### src/inc/jtag_decode_cfg.svh
`ifndef JTAG_DECODE_CFG_SVH
`define JTAG_DECODE_CFG_SVH
`define IR_LEN 6
`define DR_LEN 32
`define OP_EXTEST 6'h26
`define OP_PULSE 6'h3c
`define OP_TRAIN 6'h3d
`define OP_SAMPLE 6'h01
`define OP_USER_REG_FIRST 6'h02
`define OP_USER_REG_SECOND 6'h03
`define OP_USER_REG_THIRD 6'h22
`define OP_USER_REG_FOURTH 6'h23
`define OP_UCODE 6'h08
`define OP_IDENT 6'h09
`define OP_FLOAT 6'h0a
`define OP_BYPASS 6'h3f
`define OP_CFG_LOAD 6'h05
`define OP_CFG_READ 6'h04
`define OP_PROGRAM 6'h0b
`define OP_START 6'h0c
`define OP_SHUTDOWN 6'h0d
`define OP_MONITOR 6'h37
`define OP_NOOP 6'h14
`define CAPTURE_LOW 2'h1
`define USER_CODE_BLANK 32'hffffffff
`define IDENT_DEFAULT 32'h12345679
`endif

### src/inc/jtag_decode_pkg.sv
package jtag_decode_pkg;
  typedef enum logic [3:0] {
    test_logic_reset_state, run_idle, sel_dr, cap_dr, sh_dr, ex1_dr, pau_dr, ex2_dr, upd_dr,
    sel_ir, cap_ir, sh_ir, ex1_ir, pau_ir, ex2_ir, upd_ir
  } tap_e;
  typedef enum logic [2:0] {
    path_bypass, path_ident, path_ucode, path_config, path_boundary, path_user
  } path_e;
endpackage

### src/verilog/jtag_instruction_decode.sv
`timescale 1ns/1ps
`include "jtag_decode_cfg.svh"
module jtag_instruction_decode #(
  parameter logic [31:0] IDENT_VALUE = `IDENT_DEFAULT // arbitrary value
) (
  input wire logic clk,
  input wire logic rst,
  input wire logic ce,
  input wire logic tck,
  input wire logic tms,
  input wire logic tdi,
  output logic tdo,
  output logic tdo_oe,
  input wire logic done_status,
  input wire logic init_status,
  input wire logic security_enabled_flag,
  input wire logic security_done_flag,
  input wire logic configured,
  input wire logic [31:0] embedded_user_code,
  input wire logic [31:0] config_read_word,
  output logic [31:0] config_write_word,
  output logic config_write_strobe,
  output logic config_read_strobe,
  input wire logic [3:0] user_tdo,
  output logic [3:0] user_select,
  output logic user_capture,
  output logic user_shift,
  output logic user_update,
  output logic user_tdi,
  output logic boundary_select,
  output logic extest_mode,
  output logic extest_pulse_mode,
  output logic extest_train_mode,
  output logic float_user_pins,
  output logic program_trigger,
  output logic startup_clocking,
  output logic shutdown_clocking,
  output logic monitor_port_access,
  output logic [5:0] current_instr
);
  import jtag_decode_pkg::*;

  typedef struct packed {
    logic [2:0] tck_s;
    logic [1:0] tms_s;
    logic [1:0] tdi_s;
    tap_e tap;
    logic [5:0] ir_sh;
    logic [5:0] ir;
    logic byp;
    logic [31:0] dr;
    logic [4:0] cfg_cnt;
    logic tdo;
    logic tdo_oe;
    logic cfg_wr;
    logic cfg_rd;
    logic [31:0] cfg_word;
    logic ucap;
    logic ush;
    logic uupd;
    logic utdi;
  } state_s;

  state_s st_r, st_nxt;
  logic rise, fall, tms_i, tdi_i;
  logic user_op;
  path_e path;

  assign tms_i = st_r.tms_s[1];
  assign tdi_i = st_r.tdi_s[1];
  // tck_s[0] is only the synchroniser's first stage
  assign rise = st_r.tck_s[1] & ~st_r.tck_s[2];
  assign fall = ~st_r.tck_s[1] & st_r.tck_s[2];

  ////////////////////////////////////////////////////////////////////////////
  // decode of the current instruction
  always_comb begin
    user_op = (st_r.ir == `OP_USER_REG_FIRST) || (st_r.ir == `OP_USER_REG_SECOND) ||
              (st_r.ir == `OP_USER_REG_THIRD) || (st_r.ir == `OP_USER_REG_FOURTH);
    unique case (st_r.ir)
      `OP_IDENT: path = path_ident;
      `OP_UCODE: path = path_ucode;
      `OP_CFG_LOAD, `OP_CFG_READ: path = path_config;
      `OP_EXTEST, `OP_SAMPLE, `OP_PULSE, `OP_TRAIN: path = path_boundary;
      `OP_USER_REG_FIRST, `OP_USER_REG_SECOND, `OP_USER_REG_THIRD, `OP_USER_REG_FOURTH: path = configured ? path_user : path_bypass;
      // float, bypass, noop, monitor, program and reserved codes all see the bypass bit
      default: path = path_bypass;
    endcase
  end

  // boundary register lives outside; it is chained through user_tdo[0] when selected
  assign boundary_select = (path == path_boundary);
  assign extest_mode = (st_r.ir == `OP_EXTEST);
  assign extest_pulse_mode = (st_r.ir == `OP_PULSE);
  assign extest_train_mode = (st_r.ir == `OP_TRAIN);
  assign float_user_pins = (st_r.ir == `OP_FLOAT);
  assign program_trigger = (st_r.ir == `OP_PROGRAM);
  assign startup_clocking = (st_r.ir == `OP_START) && (st_r.tap == run_idle);
  assign shutdown_clocking = (st_r.ir == `OP_SHUTDOWN) && (st_r.tap == run_idle);
  assign monitor_port_access = (st_r.ir == `OP_MONITOR);
  assign user_select[0] = configured && (st_r.ir == `OP_USER_REG_FIRST);
  assign user_select[1] = configured && (st_r.ir == `OP_USER_REG_SECOND);
  assign user_select[2] = configured && (st_r.ir == `OP_USER_REG_THIRD);
  assign user_select[3] = configured && (st_r.ir == `OP_USER_REG_FOURTH);
  assign current_instr = st_r.ir;
  assign tdo = st_r.tdo;
  assign tdo_oe = st_r.tdo_oe;
  assign config_write_word = st_r.cfg_word;
  assign config_write_strobe = st_r.cfg_wr;
  assign config_read_strobe = st_r.cfg_rd;
  assign user_capture = st_r.ucap;
  assign user_shift = st_r.ush;
  assign user_update = st_r.uupd;
  assign user_tdi = st_r.utdi;

  ////////////////////////////////////////////////////////////////////////////
  // tap sequencing and shift paths, one step per sampled tck edge
  always_comb begin
    logic dr_out;
    dr_out = 1'b0;
    st_nxt = st_r;
    st_nxt.tck_s = {st_r.tck_s[1:0], tck};
    st_nxt.tms_s = {st_r.tms_s[0], tms};
    st_nxt.tdi_s = {st_r.tdi_s[0], tdi};
    st_nxt.cfg_wr = 1'b0;
    st_nxt.cfg_rd = 1'b0;
    st_nxt.ucap = 1'b0;
    st_nxt.ush = 1'b0;
    st_nxt.uupd = 1'b0;
    unique case (path)
      path_bypass: dr_out = st_r.byp;
      path_user, path_boundary: dr_out = (path == path_user) ? |(user_tdo & user_select) : user_tdo[0];
      path_config: dr_out = st_r.dr[31]; // config data leaves msb first
      default: dr_out = st_r.dr[0];
    endcase
    if (rise) begin
      // program pin has no path into this machine
      unique case (st_r.tap)
        test_logic_reset_state: st_nxt.tap = tms_i ? test_logic_reset_state : run_idle;
        run_idle: st_nxt.tap = tms_i ? sel_dr : run_idle;
        sel_dr: st_nxt.tap = tms_i ? sel_ir : cap_dr;
        cap_dr: st_nxt.tap = tms_i ? ex1_dr : sh_dr;
        sh_dr: st_nxt.tap = tms_i ? ex1_dr : sh_dr;
        ex1_dr: st_nxt.tap = tms_i ? upd_dr : pau_dr;
        pau_dr: st_nxt.tap = tms_i ? ex2_dr : pau_dr;
        ex2_dr: st_nxt.tap = tms_i ? upd_dr : sh_dr;
        upd_dr: st_nxt.tap = tms_i ? sel_dr : run_idle;
        sel_ir: st_nxt.tap = tms_i ? test_logic_reset_state : cap_ir;
        cap_ir: st_nxt.tap = tms_i ? ex1_ir : sh_ir;
        sh_ir: st_nxt.tap = tms_i ? ex1_ir : sh_ir;
        ex1_ir: st_nxt.tap = tms_i ? upd_ir : pau_ir;
        pau_ir: st_nxt.tap = tms_i ? ex2_ir : pau_ir;
        ex2_ir: st_nxt.tap = tms_i ? upd_ir : sh_ir;
        upd_ir: st_nxt.tap = tms_i ? sel_dr : run_idle;
      endcase
      unique case (st_r.tap)
        cap_ir: st_nxt.ir_sh = {done_status, init_status, security_enabled_flag,
                                security_done_flag, `CAPTURE_LOW};
        sh_ir: st_nxt.ir_sh = {tdi_i, st_r.ir_sh[`IR_LEN-1:1]};
        cap_dr: begin
          st_nxt.byp = 1'b0;
          st_nxt.cfg_cnt = 5'h00;
          st_nxt.ucap = user_op && configured;
          unique case (path)
            path_ident: st_nxt.dr = IDENT_VALUE | 32'h00000001;
            path_ucode: st_nxt.dr = configured ? embedded_user_code : `USER_CODE_BLANK;
            path_config: begin
              st_nxt.dr = config_read_word;
              st_nxt.cfg_rd = (st_r.ir == `OP_CFG_READ);
            end
            default: st_nxt.dr = st_r.dr;
          endcase
        end
        sh_dr: begin
          st_nxt.byp = tdi_i;
          st_nxt.ush = (path == path_user);
          st_nxt.utdi = tdi_i;
          if (path == path_config) begin
            // config loading survives a pause-dr detour; cfg_cnt clears only in capture-dr
            st_nxt.dr = {st_r.dr[30:0], tdi_i};
            st_nxt.cfg_cnt = st_r.cfg_cnt + 5'h01;
            if (st_r.cfg_cnt == 5'h1f) begin
              // mode pins are not consulted here
              st_nxt.cfg_word = {st_r.dr[30:0], tdi_i};
              st_nxt.cfg_wr = (st_r.ir == `OP_CFG_LOAD);
              st_nxt.cfg_rd = (st_r.ir == `OP_CFG_READ);
              st_nxt.dr = config_read_word;
            end
          end else begin
            st_nxt.dr = {tdi_i, st_r.dr[31:1]};
          end
        end
        upd_dr: st_nxt.uupd = (path == path_user);
        default: st_nxt.ir_sh = st_r.ir_sh;
      endcase
    end
    if (fall) begin
      st_nxt.tdo_oe = (st_r.tap == sh_ir) || (st_r.tap == sh_dr);
      st_nxt.tdo = (st_r.tap == sh_ir) ? st_r.ir_sh[0] : dr_out;
      if (st_r.tap == upd_ir)
        st_nxt.ir = st_r.ir_sh;
      if (st_r.tap == test_logic_reset_state)
        st_nxt.ir = `OP_IDENT;
    end
  end

  always_ff @(posedge clk or posedge rst) begin
    if (rst) begin
      st_r <= '{tap: test_logic_reset_state, ir: `OP_IDENT, ir_sh: 6'h01, default: '0};
    end else if (ce) begin
      st_r <= st_nxt;
    end
  end
endmodule

### config.mk
export PLATFORM = sky130hd
export DESIGN_NAME = jtag_instruction_decode
export DESIGN_NICKNAME = d
export VERILOG_FILES = /design/src/inc/jtag_decode_pkg.sv /design/src/verilog/jtag_instruction_decode.sv
export VERILOG_INCLUDE_DIRS = /design/src /design/src/inc
export SDC_FILE = /design/constraint.sdc
export NUM_CORES = 1
export LEC_CHECK = 0
export ABC_AREA = 0
export CAP_MARGIN = 20
export CELL_PAD_IN_SITES_DETAIL_PLACEMENT = 1
export CELL_PAD_IN_SITES_GLOBAL_PLACEMENT = 2
export CORE_ASPECT_RATIO = 0.75
export CORE_UTILIZATION = 41
export CTS_BUF_LIST = sky130_fd_sc_hd__clkbuf_4
export CTS_CLUSTER_SIZE = 20
export DETAILED_ROUTE_END_ITERATION = 16
export DONT_BUFFER_PORTS = 1
export HOLD_SLACK_MARGIN = 0.1
export PLACE_DENSITY_LB_ADDON = 0.1
export SYNTH_ARGS = -nofsm -noshare
export SYNTH_HDL_FRONTEND = slang
export SYNTH_SLANG_ARGS = --single-unit
### constraint.sdc
create_clock -name clk -period 3.6 [get_ports clk]
set_clock_uncertainty 0.1 [all_clocks]
set_input_delay 0.54 -clock clk [delete_from_list [all_inputs] [get_ports clk]]
set_output_delay 0.54 -clock clk [all_outputs]
set_load 0.05 [all_outputs]
Word-level counts from Yosys, hierarchy flattened
Index checks and enable logic that the tools add are counted.
Widths: inputs -> output; s select.
{"block": "totals", "reg_bits": 101, "input_bits": 79, "out_inout_bits": 59, "word_cells": 135}
{"block": "classes", "addsub": 1, "n_eq_ne": 40, "mux": 38, "bitwise_logic": 5, "reduce_logical": 33}
{"cell": "$mux 32", "n": 4}
{"cell": "$pmux 32 s3", "n": 1}
{"cell": "$pmux 38 s2", "n": 1}
{"cell": "$mux 34", "n": 2}
{"cell": "$pmux 4 s12", "n": 1}
{"cell": "$mux 38", "n": 1}
{"cell": "$eq 6x4->1 const B", "n": 6}
{"cell": "$eq 6x6->1 const B", "n": 6}
{"cell": "$eq 4x4->1 const B", "n": 8}
{"cell": "$eq 4x3->1 const B", "n": 4}
{"cell": "$mux 4", "n": 4}
{"cell": "$pmux 3 s5", "n": 1}
{"cell": "$eq 6x2->1 const B", "n": 2}
{"cell": "$eq 6x3->1 const B", "n": 2}
{"cell": "$mux 6", "n": 2}
{"cell": "$pmux 6 s2", "n": 1}
{"cell": "$reduce_and 3->1", "n": 4}
{"cell": "$reduce_or 4->1", "n": 3}
{"cell": "$mux 1", "n": 11}
{"cell": "$mux 3", "n": 3}
{"cell": "$eq 4x2->1 const B", "n": 2}
{"cell": "$reduce_and 4->1", "n": 2}
{"cell": "$reduce_or 2->1", "n": 4}
{"cell": "$logic_and 1x1->1", "n": 7}
{"cell": "23 further kinds", "n": 35}

Depth between registers and ports, before layout
Gate-level depths: netlist (run 1).
{"block": "logic_depth", "word_depth": 7, "depth_mapped": 10, "ltp_nobuf": 8}

Worst setup path after synthesis (run 1)
No wires, ideal clock.
{"block": "synth_path", "path_type": "register -> output", "from": "register st_r, in the netlist current_instr[2]", "to": "output monitor_port_access", "arrival_time_ns": 2.288, "t_required_ns": 2.960, "path_slack_ns": 0.672, "path_stages_with_launch": 6, "path_buffers": 3, "cell_sequence": "dfrtp_1 -> clkbuf_1 -> clkbuf_1 -> buf_1 -> nand3_1 -> nor3_1"}
{"block": "synth_via", "elab_chain_len": 1}
{"element": "start: declaration", "line": "jtag_instruction_decode.sv:64", "rtl": "state_s st_r, st_nxt;"}
{"element": "start signal: assignment", "line": "jtag_instruction_decode.sv:211", "rtl": "st_r <= st_nxt;"}
{"element": "$eq 6x6->1 (no line)"}
{"element": "end: declaration", "line": "jtag_instruction_decode.sv:38", "rtl": "output logic monitor_port_access,"}
No other way between the ends.

Worst setup path in the final report (run 1)
{"block": "layout_path", "from": "register st_r, in the netlist current_instr[3]", "to": "output startup_clocking"}
{"block": "layout_via", "elab_chain_len": 2}
{"element": "$eq 6x4->1 (no line)"}
{"element": "$logic_and 1x1->1", "line": "jtag_instruction_decode.sv:98", "rtl": "assign startup_clocking = (st_r.ir == `OP_START) && (st_r.tap == run_idle);"}
{"element": "end: declaration", "line": "jtag_instruction_decode.sv:36", "rtl": "output logic startup_clocking,"}
No other way between the ends.

==> PnR_summary.wiki, run 1 <==
{| class="wikitable"
! Metric !! Value
|-
| Latest clock arrival within the worst-skew pair || 490 ps
|-
| Worst Max-Slew Pin Slew || 887 ps
|-
| Synth Warn # || 0
|-
| Sequential-to-total area share from yosys stat || 0.417
|-
| Net count after synthesis || 709
|-
| Fmax achieved || 0.325 GHz
|-
| Clock network fraction of total power || 0.153
|-
| Maximum number of pins on one net before global-route repair || 65
|-
| Wire length reported by the detailed router || 18100 um
|-
| Fill cell total of the finished layout || 1669
|-
| Max rail drop VDD || 293 uV
|-
| Core region area || 14500 um^2
|-
| Post-synthesis instance area || 6070 um^2
|-
| Data required, critical path || 2960 ps
|-
| Worst-case clock buffer depth || 2
|-
| Total number of placement rows || 38
|-
| Startpoint kind of the worst setup timing path || register
|-
| Top post-synthesis cells by count || dfrtp_1, nand2_1, buf_4, nor2_1
|-
| Run status || finished, final reports clean
|-
| Static leakage || 2.62 nW
|-
| Total setup violations reported at the end of the flow || 0
|-
| Number of top-level pins || 138
|-
| Maximum fanout along the worst path || 11
|-
| Clk pin slew, worst setup/hold paths || 170 ps
|-
| Wire per inst || 23.1 um
|-
| Area of the multi-input gates || 3010 um^2
|-
| RR Endpoint || st_r[55]$_DFFE_PP0P_
|-
| Detailed Routing Iterations Pass 1 || 4
|-
| Number of max-slew violations in the final report || 0
|-
| Number of endpoints with negative hold slack in the final report || 0
|-
| Unrepaired setup endpoints after global routing || no
|-
| Global-route wire length before repair || 28400 um
|-
| # Max-Cap Violations || 0
|-
| Flip-flop cell with the highest count after synthesis || dfrtp_1
|-
| Die outline area || 15300 um^2
|-
| Total design power || 0.00405 W
|-
| Portion of total power attributed to sequential cells || 0.456
|-
| Antenna violations before repair || 0
|-
| Via count of the first global-routing pass || 4940
|-
| Number of port buffers || 0
|-
| Fraction of synthesized cell area taken by the top area cell type || 0.404
|-
| Number of vias after detailed routing || 4659
|-
| TritonCTS clock tree || yes
|-
| Remaining max-slew budget at the tightest pin || 0.408
|-
| Via count normalized by instance count || 5.96
|-
| CTS HTree Levels || 3
|-
| First element of the critical path || current_instr[3]$_DFFE_PP1P_
|-
| Die width || 143 um
|-
| Number of buffers created by CTS || 9
|-
| Post-detailed-route DRC marker count || 0
|-
| Count of different cell masters after synthesis || 50
|-
| Crit Reg-Reg Startpoint || current_instr[3]$_DFFE_PP1P_
|-
| Area added between synthesis and finish || 2.68%
|-
| Number of cells on the worst reg-to-reg path || 5
|-
| Antenna Cells || 0
|-
| Sequential cell area || 2530 um^2
|-
| Global route overflow || 0
|-
| Worst setup slack for register-to-register paths || 980 ps
|-
| Share of synthesized flip-flops with an asynchronous set or reset || 1.00
|-
| Fin nets || 658
|-
| Number of standard cells after synthesis || 628
|-
| Cell Int Power || 0.00223 W
|-
| Layout cell share with drive strength beyond 1 || 0.122
|-
| Aggregate global-route resource usage || 0.246
|-
| Switching part of the total || 0.450
|-
| PostCTS Resize Cnt || 0
|-
| GP Congestion || 0.798
|-
| Number of enable-type register cells in the synthesized netlist || 0
|-
| Element type at the critical path end || primary output
|-
| Starting DRC count in detailed routing || 262
|-
| Reported net switching power || 0.00183 W
|-
| Number of placed instances with taps included || 759
|-
| Largest cells by area after synthesis || dfrtp_1, mux2i_1, mux2_1, buf_4, a221oi_1
|-
| Cell at the root of the clock tree || clkbuf_4
|-
| Remaining number of nets flagged by the antenna check after routing || 0
|-
| Type of the most critical hold path || input port to register
|-
| # clock sinks || 101
|-
| Fraction of the cycle the final worst path needs || 0.854
|-
| Syn Area/Cell || 9.67 um^2
|-
| Capturing element of the worst setup path || startup_clocking
|-
| Largest area contributor in the netlist || dfrtp_1
|-
| Final setup TNS || 0 ps
|-
| Category of the most critical setup path || register to primary output
|-
| Most instantiated library cell after synthesis || dfrtp_1
|-
| Yosys reg bits || 101
|-
| Power density relative to cell area || 650 nW/um^2
|-
| Effective utilization at floorplan || 0.420
|-
| Die H || 107 um
|-
| Arr. time, crit path || 2430 ps
|-
| Detailed placement HPWL || 12300 um
|-
| Final non-filler cell total || 782
|-
| Fraction of power consumed by combinational cells || 0.392
|-
| Shortest period the worst path allows || 3070 ps
|}
sequential cells by signal, indices dropped and copies added, names as in the netlist:
name	flops
st_nxt	4
config_read_strobe	1
user_update	1
config_write_word	32
user_tdi	1
st_r	51
user_capture	1
tdo_oe	1
config_write_strobe	1
tdo	1
current_instr	6
user_shift	1
metal layers:
layer	GRT usage	vias up	wire length (um)
li1	-	2162	-
met1	0.331	2371	8330
met2	0.383	119	8280
met3	0.0827	7	1360
met4	0.0453	0	104
met5	0	-	0
per-stage QoR:
stage	cell area (um^2)	worst slack, ps	hold slack (ps)	utilization
final	6230	527	156	0.431
after global routing	6230	362	119	0.431
after CTS	6210	496	103	0.430
after detailed placement	6030	845	368	0.417
after global placement	6030	905	366	0.417
after floorplan	6070	318	339	-
final cells by class:
class,count,area share
timing repair buffer,33,0.0454
clock buffer,9,0.0108
clock inverter,7,0.0104
sequential,101,0.406
tap,200,0.0401
multi-input combinational,424,0.482
inverter,8,0.00522
critical path, cell delays in order (launching register included):
cell	delay (ps)
dfstp_2	880
nor3b_1	430
nand4_1	210
nor3_1	190
buf_4	230
worst min path at each step:
stage	to	slack, ps	start	cells past startpoint
floorplan	st_r[77]$_DFFE_PP0P_	340	st_r[77]$_DFFE_PP0P_	2
global placement	st_r[77]$_DFFE_PP0P_	370	st_r[77]$_DFFE_PP0P_	2
detailed placement	st_r[77]$_DFFE_PP0P_	370	st_r[77]$_DFFE_PP0P_	2
CTS	st_r[89]$_DFFE_PP0P_	100	done_status	2
global route	st_r[87]$_DFFE_PP0P_	120	security_enabled_flag	2
finish	st_r[89]$_DFFE_PP0P_	160	done_status	2
power by group through the flow:
stage | sequential [W] | combinational, W | clock [W]
2_1_floorplan | 0.00162 | 0.00132 | 0
3_3_place_gp | 0.00187 | 0.00152 | 0
3_5_place_dp | 0.00187 | 0.00157 | 0
4_1_cts | 0.00185 | 0.00158 | 0.000652
5_1_grt | 0.00189 | 0.00177 | 0.000685
6_report | 0.00185 | 0.00159 | 0.000618
cells in the final DEF, fill, tap and decap left out, types with 3 or more instances in the layout:
master         netlist  final
dfrtp_1             98     98
nand2_1             44     43
nor2_1              39     39
mux2i_1             37     37
mux2_1              30     30
a21oi_1             29     29
nand3_1             26     26
buf_4               39     25
o21ai_0             20     20
nand2b_1            20     20
a211oi_1            20     20
a221oi_1            19     19
o31ai_1             19     19
o211ai_1            16     16
o221ai_1            14     14
a21o_1              15     14
mux2_2              10     10
nor2b_1              9      9
clkbuf_4             0      9
inv_1                8      7
nor3_1               9      7
and3_1               5      5
dlygate4sd3_1        0      5
a31oi_1              4      4
and2_1               3      3
nor3b_1              5      3
o22ai_1              3      3
clkinv_2             0      3
dfstp_2              3      3
timing repair:
item	4_1_cts	5_1_grt
endpoints found under the hold margin	70	0
setup buffers	0	0
hold buffers	5	0
cells by family (layout without fill, tap and decap cells):
family          Yosys count  count (layout)  synth area share
flops                   101             101             0.417
simple gates            173             173             0.147
mux                      78              78             0.139
compound gates          169             169             0.196
fa+ha+maj                 2               2           0.00412
buf+inv                 103              57            0.0952
xor+xnor                  2               2           0.00289
Note: power is estimated with default switching activity, not from simulation.
==> run 2, diff against run 1 <==
--- a/config.mk
+++ b/config.mk
@@ -6,18 +6,16 @@
 export SDC_FILE = /design/constraint.sdc
 export NUM_CORES = 1
 export LEC_CHECK = 0
-export ABC_AREA = 0
+export ABC_AREA = 1
 export CAP_MARGIN = 20
-export CELL_PAD_IN_SITES_DETAIL_PLACEMENT = 1
-export CELL_PAD_IN_SITES_GLOBAL_PLACEMENT = 2
 export CORE_ASPECT_RATIO = 0.75
-export CORE_UTILIZATION = 41
+export CORE_UTILIZATION = 66
 export CTS_BUF_LIST = sky130_fd_sc_hd__clkbuf_4
 export CTS_CLUSTER_SIZE = 20
 export DETAILED_ROUTE_END_ITERATION = 16
 export DONT_BUFFER_PORTS = 1
 export HOLD_SLACK_MARGIN = 0.1
-export PLACE_DENSITY_LB_ADDON = 0.1
+export PLACE_DENSITY = 0.82
 export SYNTH_ARGS = -nofsm -noshare
 export SYNTH_HDL_FRONTEND = slang
 export SYNTH_SLANG_ARGS = --single-unit
==> run 2 against run 1 <==
  * Die area down 36%
  * Critical path depth is 1 higher
  * Sequential power is 4% lower
  * Total power is 1.1% higher
  * Core utilization is 26 points higher
  * First-iteration DRC count is 100% higher
  * Sequential share of layout area down 0.18 points
  * Via count grew 20%
  * Register-to-register slack got worse by 280 ps
  * Setup slack worse by 75 ps
  * Cell area grew 0.44%
==> PnR_summary.wiki, run 2 <==
{| class="wikitable"
! Metric !! Value
|-
| Wire length reported by the detailed router || 15500 um
|-
| Syn Area/Cell || 7.24 um^2
|-
| Number of enable-type register cells in the synthesized netlist || 0
|-
| Share of synthesized flip-flops with an asynchronous set or reset || 1.00
|-
| Post-synthesis instance area || 6210 um^2
|-
| Clk pin slew, worst setup/hold paths || 150 ps
|-
| Type of the most critical hold path || input port to register
|-
| Total number of placement rows || 30
|-
| Power density relative to cell area || 654 nW/um^2
|-
| Number of top-level pins || 138
|-
| Unrepaired setup endpoints after global routing || no
|-
| GP Congestion || 0.893
|-
| Remaining number of nets flagged by the antenna check after routing || 0
|-
| Die outline area || 9800 um^2
|-
| Final worst-path setup slack || 452 ps
|-
| Pre-CTS worst setup slack || 765 ps
|-
| Fmax achieved || 0.318 GHz
|-
| Top post-synthesis cells by count || nand2_1, o21ai_0, dfrtp_1
|-
| Total design power || 0.00410 W
|-
| CTS HTree Levels || 3
|-
| Sequential-to-total area share from yosys stat || 0.408
|-
| Maximum number of pins on one net before global-route repair || 86
|-
| Number of standard cells after synthesis || 858
|-
| Most frequent cells in the layout || nand2_1, o21ai_0, dfrtp_1
|-
| Antenna Cells || 0
|-
| Synth Warn # || 0
|-
| Number of vias after detailed routing || 5597
|-
| Aggregate global-route resource usage || 0.329
|-
| Final Hold Slack || 160 ps
|-
| Worst-case clock buffer depth || 2
|-
| Number of flip-flops in the largest register || 51
|-
| Final non-filler cell total || 941
|-
| Global-route wire length before repair || 25300 um
|-
| Largest cells by area after synthesis || dfrtp_1, nand2_1, o21ai_0, buf_4, inv_1
|-
| Maximum fanout along the worst path || 6
|-
| Max rail drop VDD || 314 uV
|-
| Fraction of the cycle the final worst path needs || 0.875
|-
| Count of different cell masters after synthesis || 40
|-
| # clock sinks || 101
|-
| Post-CTS Setup Inserts || 0
|-
| TritonCTS clock tree || yes
|-
| Startpoint kind of the worst setup timing path || register
|-
| Worst Max-Slew Pin Slew || 907 ps
|-
| Critical Path, Cell by Cell || inv_2, nand2_1, nor2_1, inv_1, nor3_2
|-
| PostCTS Resize Cnt || 0
|-
| Via count of the first global-routing pass || 5180
|-
| Via count normalized by instance count || 5.95
|-
| Net count after synthesis || 939
|-
| Critical-path cell with the highest stage delay || dfrtp_1
|-
| Latest clock arrival within the worst-skew pair || 470 ps
|-
| Largest reg by FF count || st_r
|-
| Worst stage delay on the critical path || 660 ps
|-
| Detailed placement HPWL || 10600 um
|-
| Detailed Routing Iterations Pass 1 || 6
|-
| Starting DRC count in detailed routing || 530
|-
| Die width || 114 um
|-
| Shortest period the worst path allows || 3150 ps
|-
| Area added between synthesis and finish || 0.846%
|-
| Number of placed instances with taps included || 917
|-
| Core region area || 9080 um^2
|-
| Largest area contributor in the netlist || dfrtp_1
|-
| Layout cell share with drive strength beyond 1 || 0.0886
|-
| Wire per inst || 16.5 um
|-
| Element type at the critical path end || primary output
|-
| Number of port buffers || 0
|-
| Static leakage || 2.89 nW
|-
| Fill cell total of the finished layout || 801
|-
| Post-detailed-route DRC marker count || 0
|-
| Total setup violations reported at the end of the flow || 0
|-
| Data required, critical path || 2960 ps
|-
| Cell at the root of the clock tree || clkbuf_4
|-
| Global route overflow || 0
|-
| Most frequent standard cell in the layout excluding fill and tap cells || nand2_1
|-
| Yosys reg bits || 101
|-
| Fraction of synthesized cell area taken by the top area cell type || 0.395
|-
| Fin nets || 889
|-
| Antenna violations before repair || 0
|-
| Flip-flop cell with the highest count after synthesis || dfrtp_1
|-
| Number of buffers created by CTS || 9
|-
| Arr. time, crit path || 2510 ps
|-
| Final setup TNS || 0 ps
|-
| # Max-Cap Violations || 0
|-
| Most instantiated library cell after synthesis || nand2_1
|-
| Die H || 86 um
|-
| Number of max-slew violations in the final report || 0
|-
| Run status || finished, final reports clean
|-
| Number of endpoints with negative hold slack in the final report || 0
|-
| Category of the most critical setup path || register to primary output
|-
| Effective utilization at floorplan || 0.684
|-
| Remaining max-slew budget at the tightest pin || 0.393
|}
[run 2: kinds of logic after synthesis]
family                   count (synthesis)  synth area share
AO/OA/AOI/OAI                          241             0.211
AND/OR/NAND/NOR                        348             0.240
buffers and inverters                  163             0.132
adder cells (fa/ha/maj)                  2           0.00403
multiplexers                             3           0.00544
flip-flops                             101             0.408
[run 2: worst max-delay path: cells and delay by family (launching register included)]
kind	cells	cell delay, ps
flops	1	660
simple gates	3	1040
buf+inv	2	330
[run 2: area by class of cell]
| cell class | count | area, um^2 | area share |
|---|---|---|---|
| Tap cell | 128 | 160 | 0.0256 |
| Clock buffer | 10 | 75.1 | 0.0120 |
| Clock inverter | 6 | 86.3 | 0.0138 |
| Multi-Input combinational cell | 594 | 2900 | 0.463 |
| Timing Repair Buffer | 24 | 218 | 0.0348 |
| Sequential cell | 101 | 2530 | 0.404 |
| Inverter | 78 | 295 | 0.0472 |
[run 2: path summary, 6_finish.rpt]
path / from / to / slack [ps] / depth (start not counted)
worst max-delay path: current_instr[2]$_DFFE_PP0P_ / user_select[2] / 450 / 5
max in group asynchronous: rst / st_r[55]$_DFFE_PP0P_ / 2290 / 4
min in group asynchronous: rst / current_instr[2]$_DFFE_PP0P_ / 330 / 2
worst max register to register: current_instr[3]$_DFFE_PP1P_ / st_r[47]$_DFFE_PP0P_ / 700 / 9
worst min-delay path: security_done_flag / st_r[86]$_DFFE_PP0P_ / 160 / 2
worst min register to register: st_r[84]$_DFFE_PP1P_ / st_r[84]$_DFFE_PP1P_ / 390 / 2
[run 2: stage by stage]
stage           util  instance area (um^2)
5_1_grt        0.689                  6260
6_report       0.689                  6260
3_5_place_dp   0.661                  6000
4_1_cts        0.684                  6210
3_3_place_gp   0.661                  6000
2_1_floorplan      -                  6210
[run 2: where the power goes]
group | internal [W] | switching [W]
combinational | 0.000470 | 0.00117
sequential | 0.00142 | 0.000358
clock | 0.000290 | 0.000391
total | 0.00217 | 0.00192
[run 2: per-layer routing]
metal  global-route usage  routed length [um]
met1                0.463                6780
met2                0.488                6770
met3               0.0940                1600
met4                0.110                 348
met5                    0                   0
[run 2: what timing repair did]
action,4_1_cts,5_1_grt
endpoints found under the hold margin,13,82
setup endpoints to repair,0,0
hold buffers,5,2
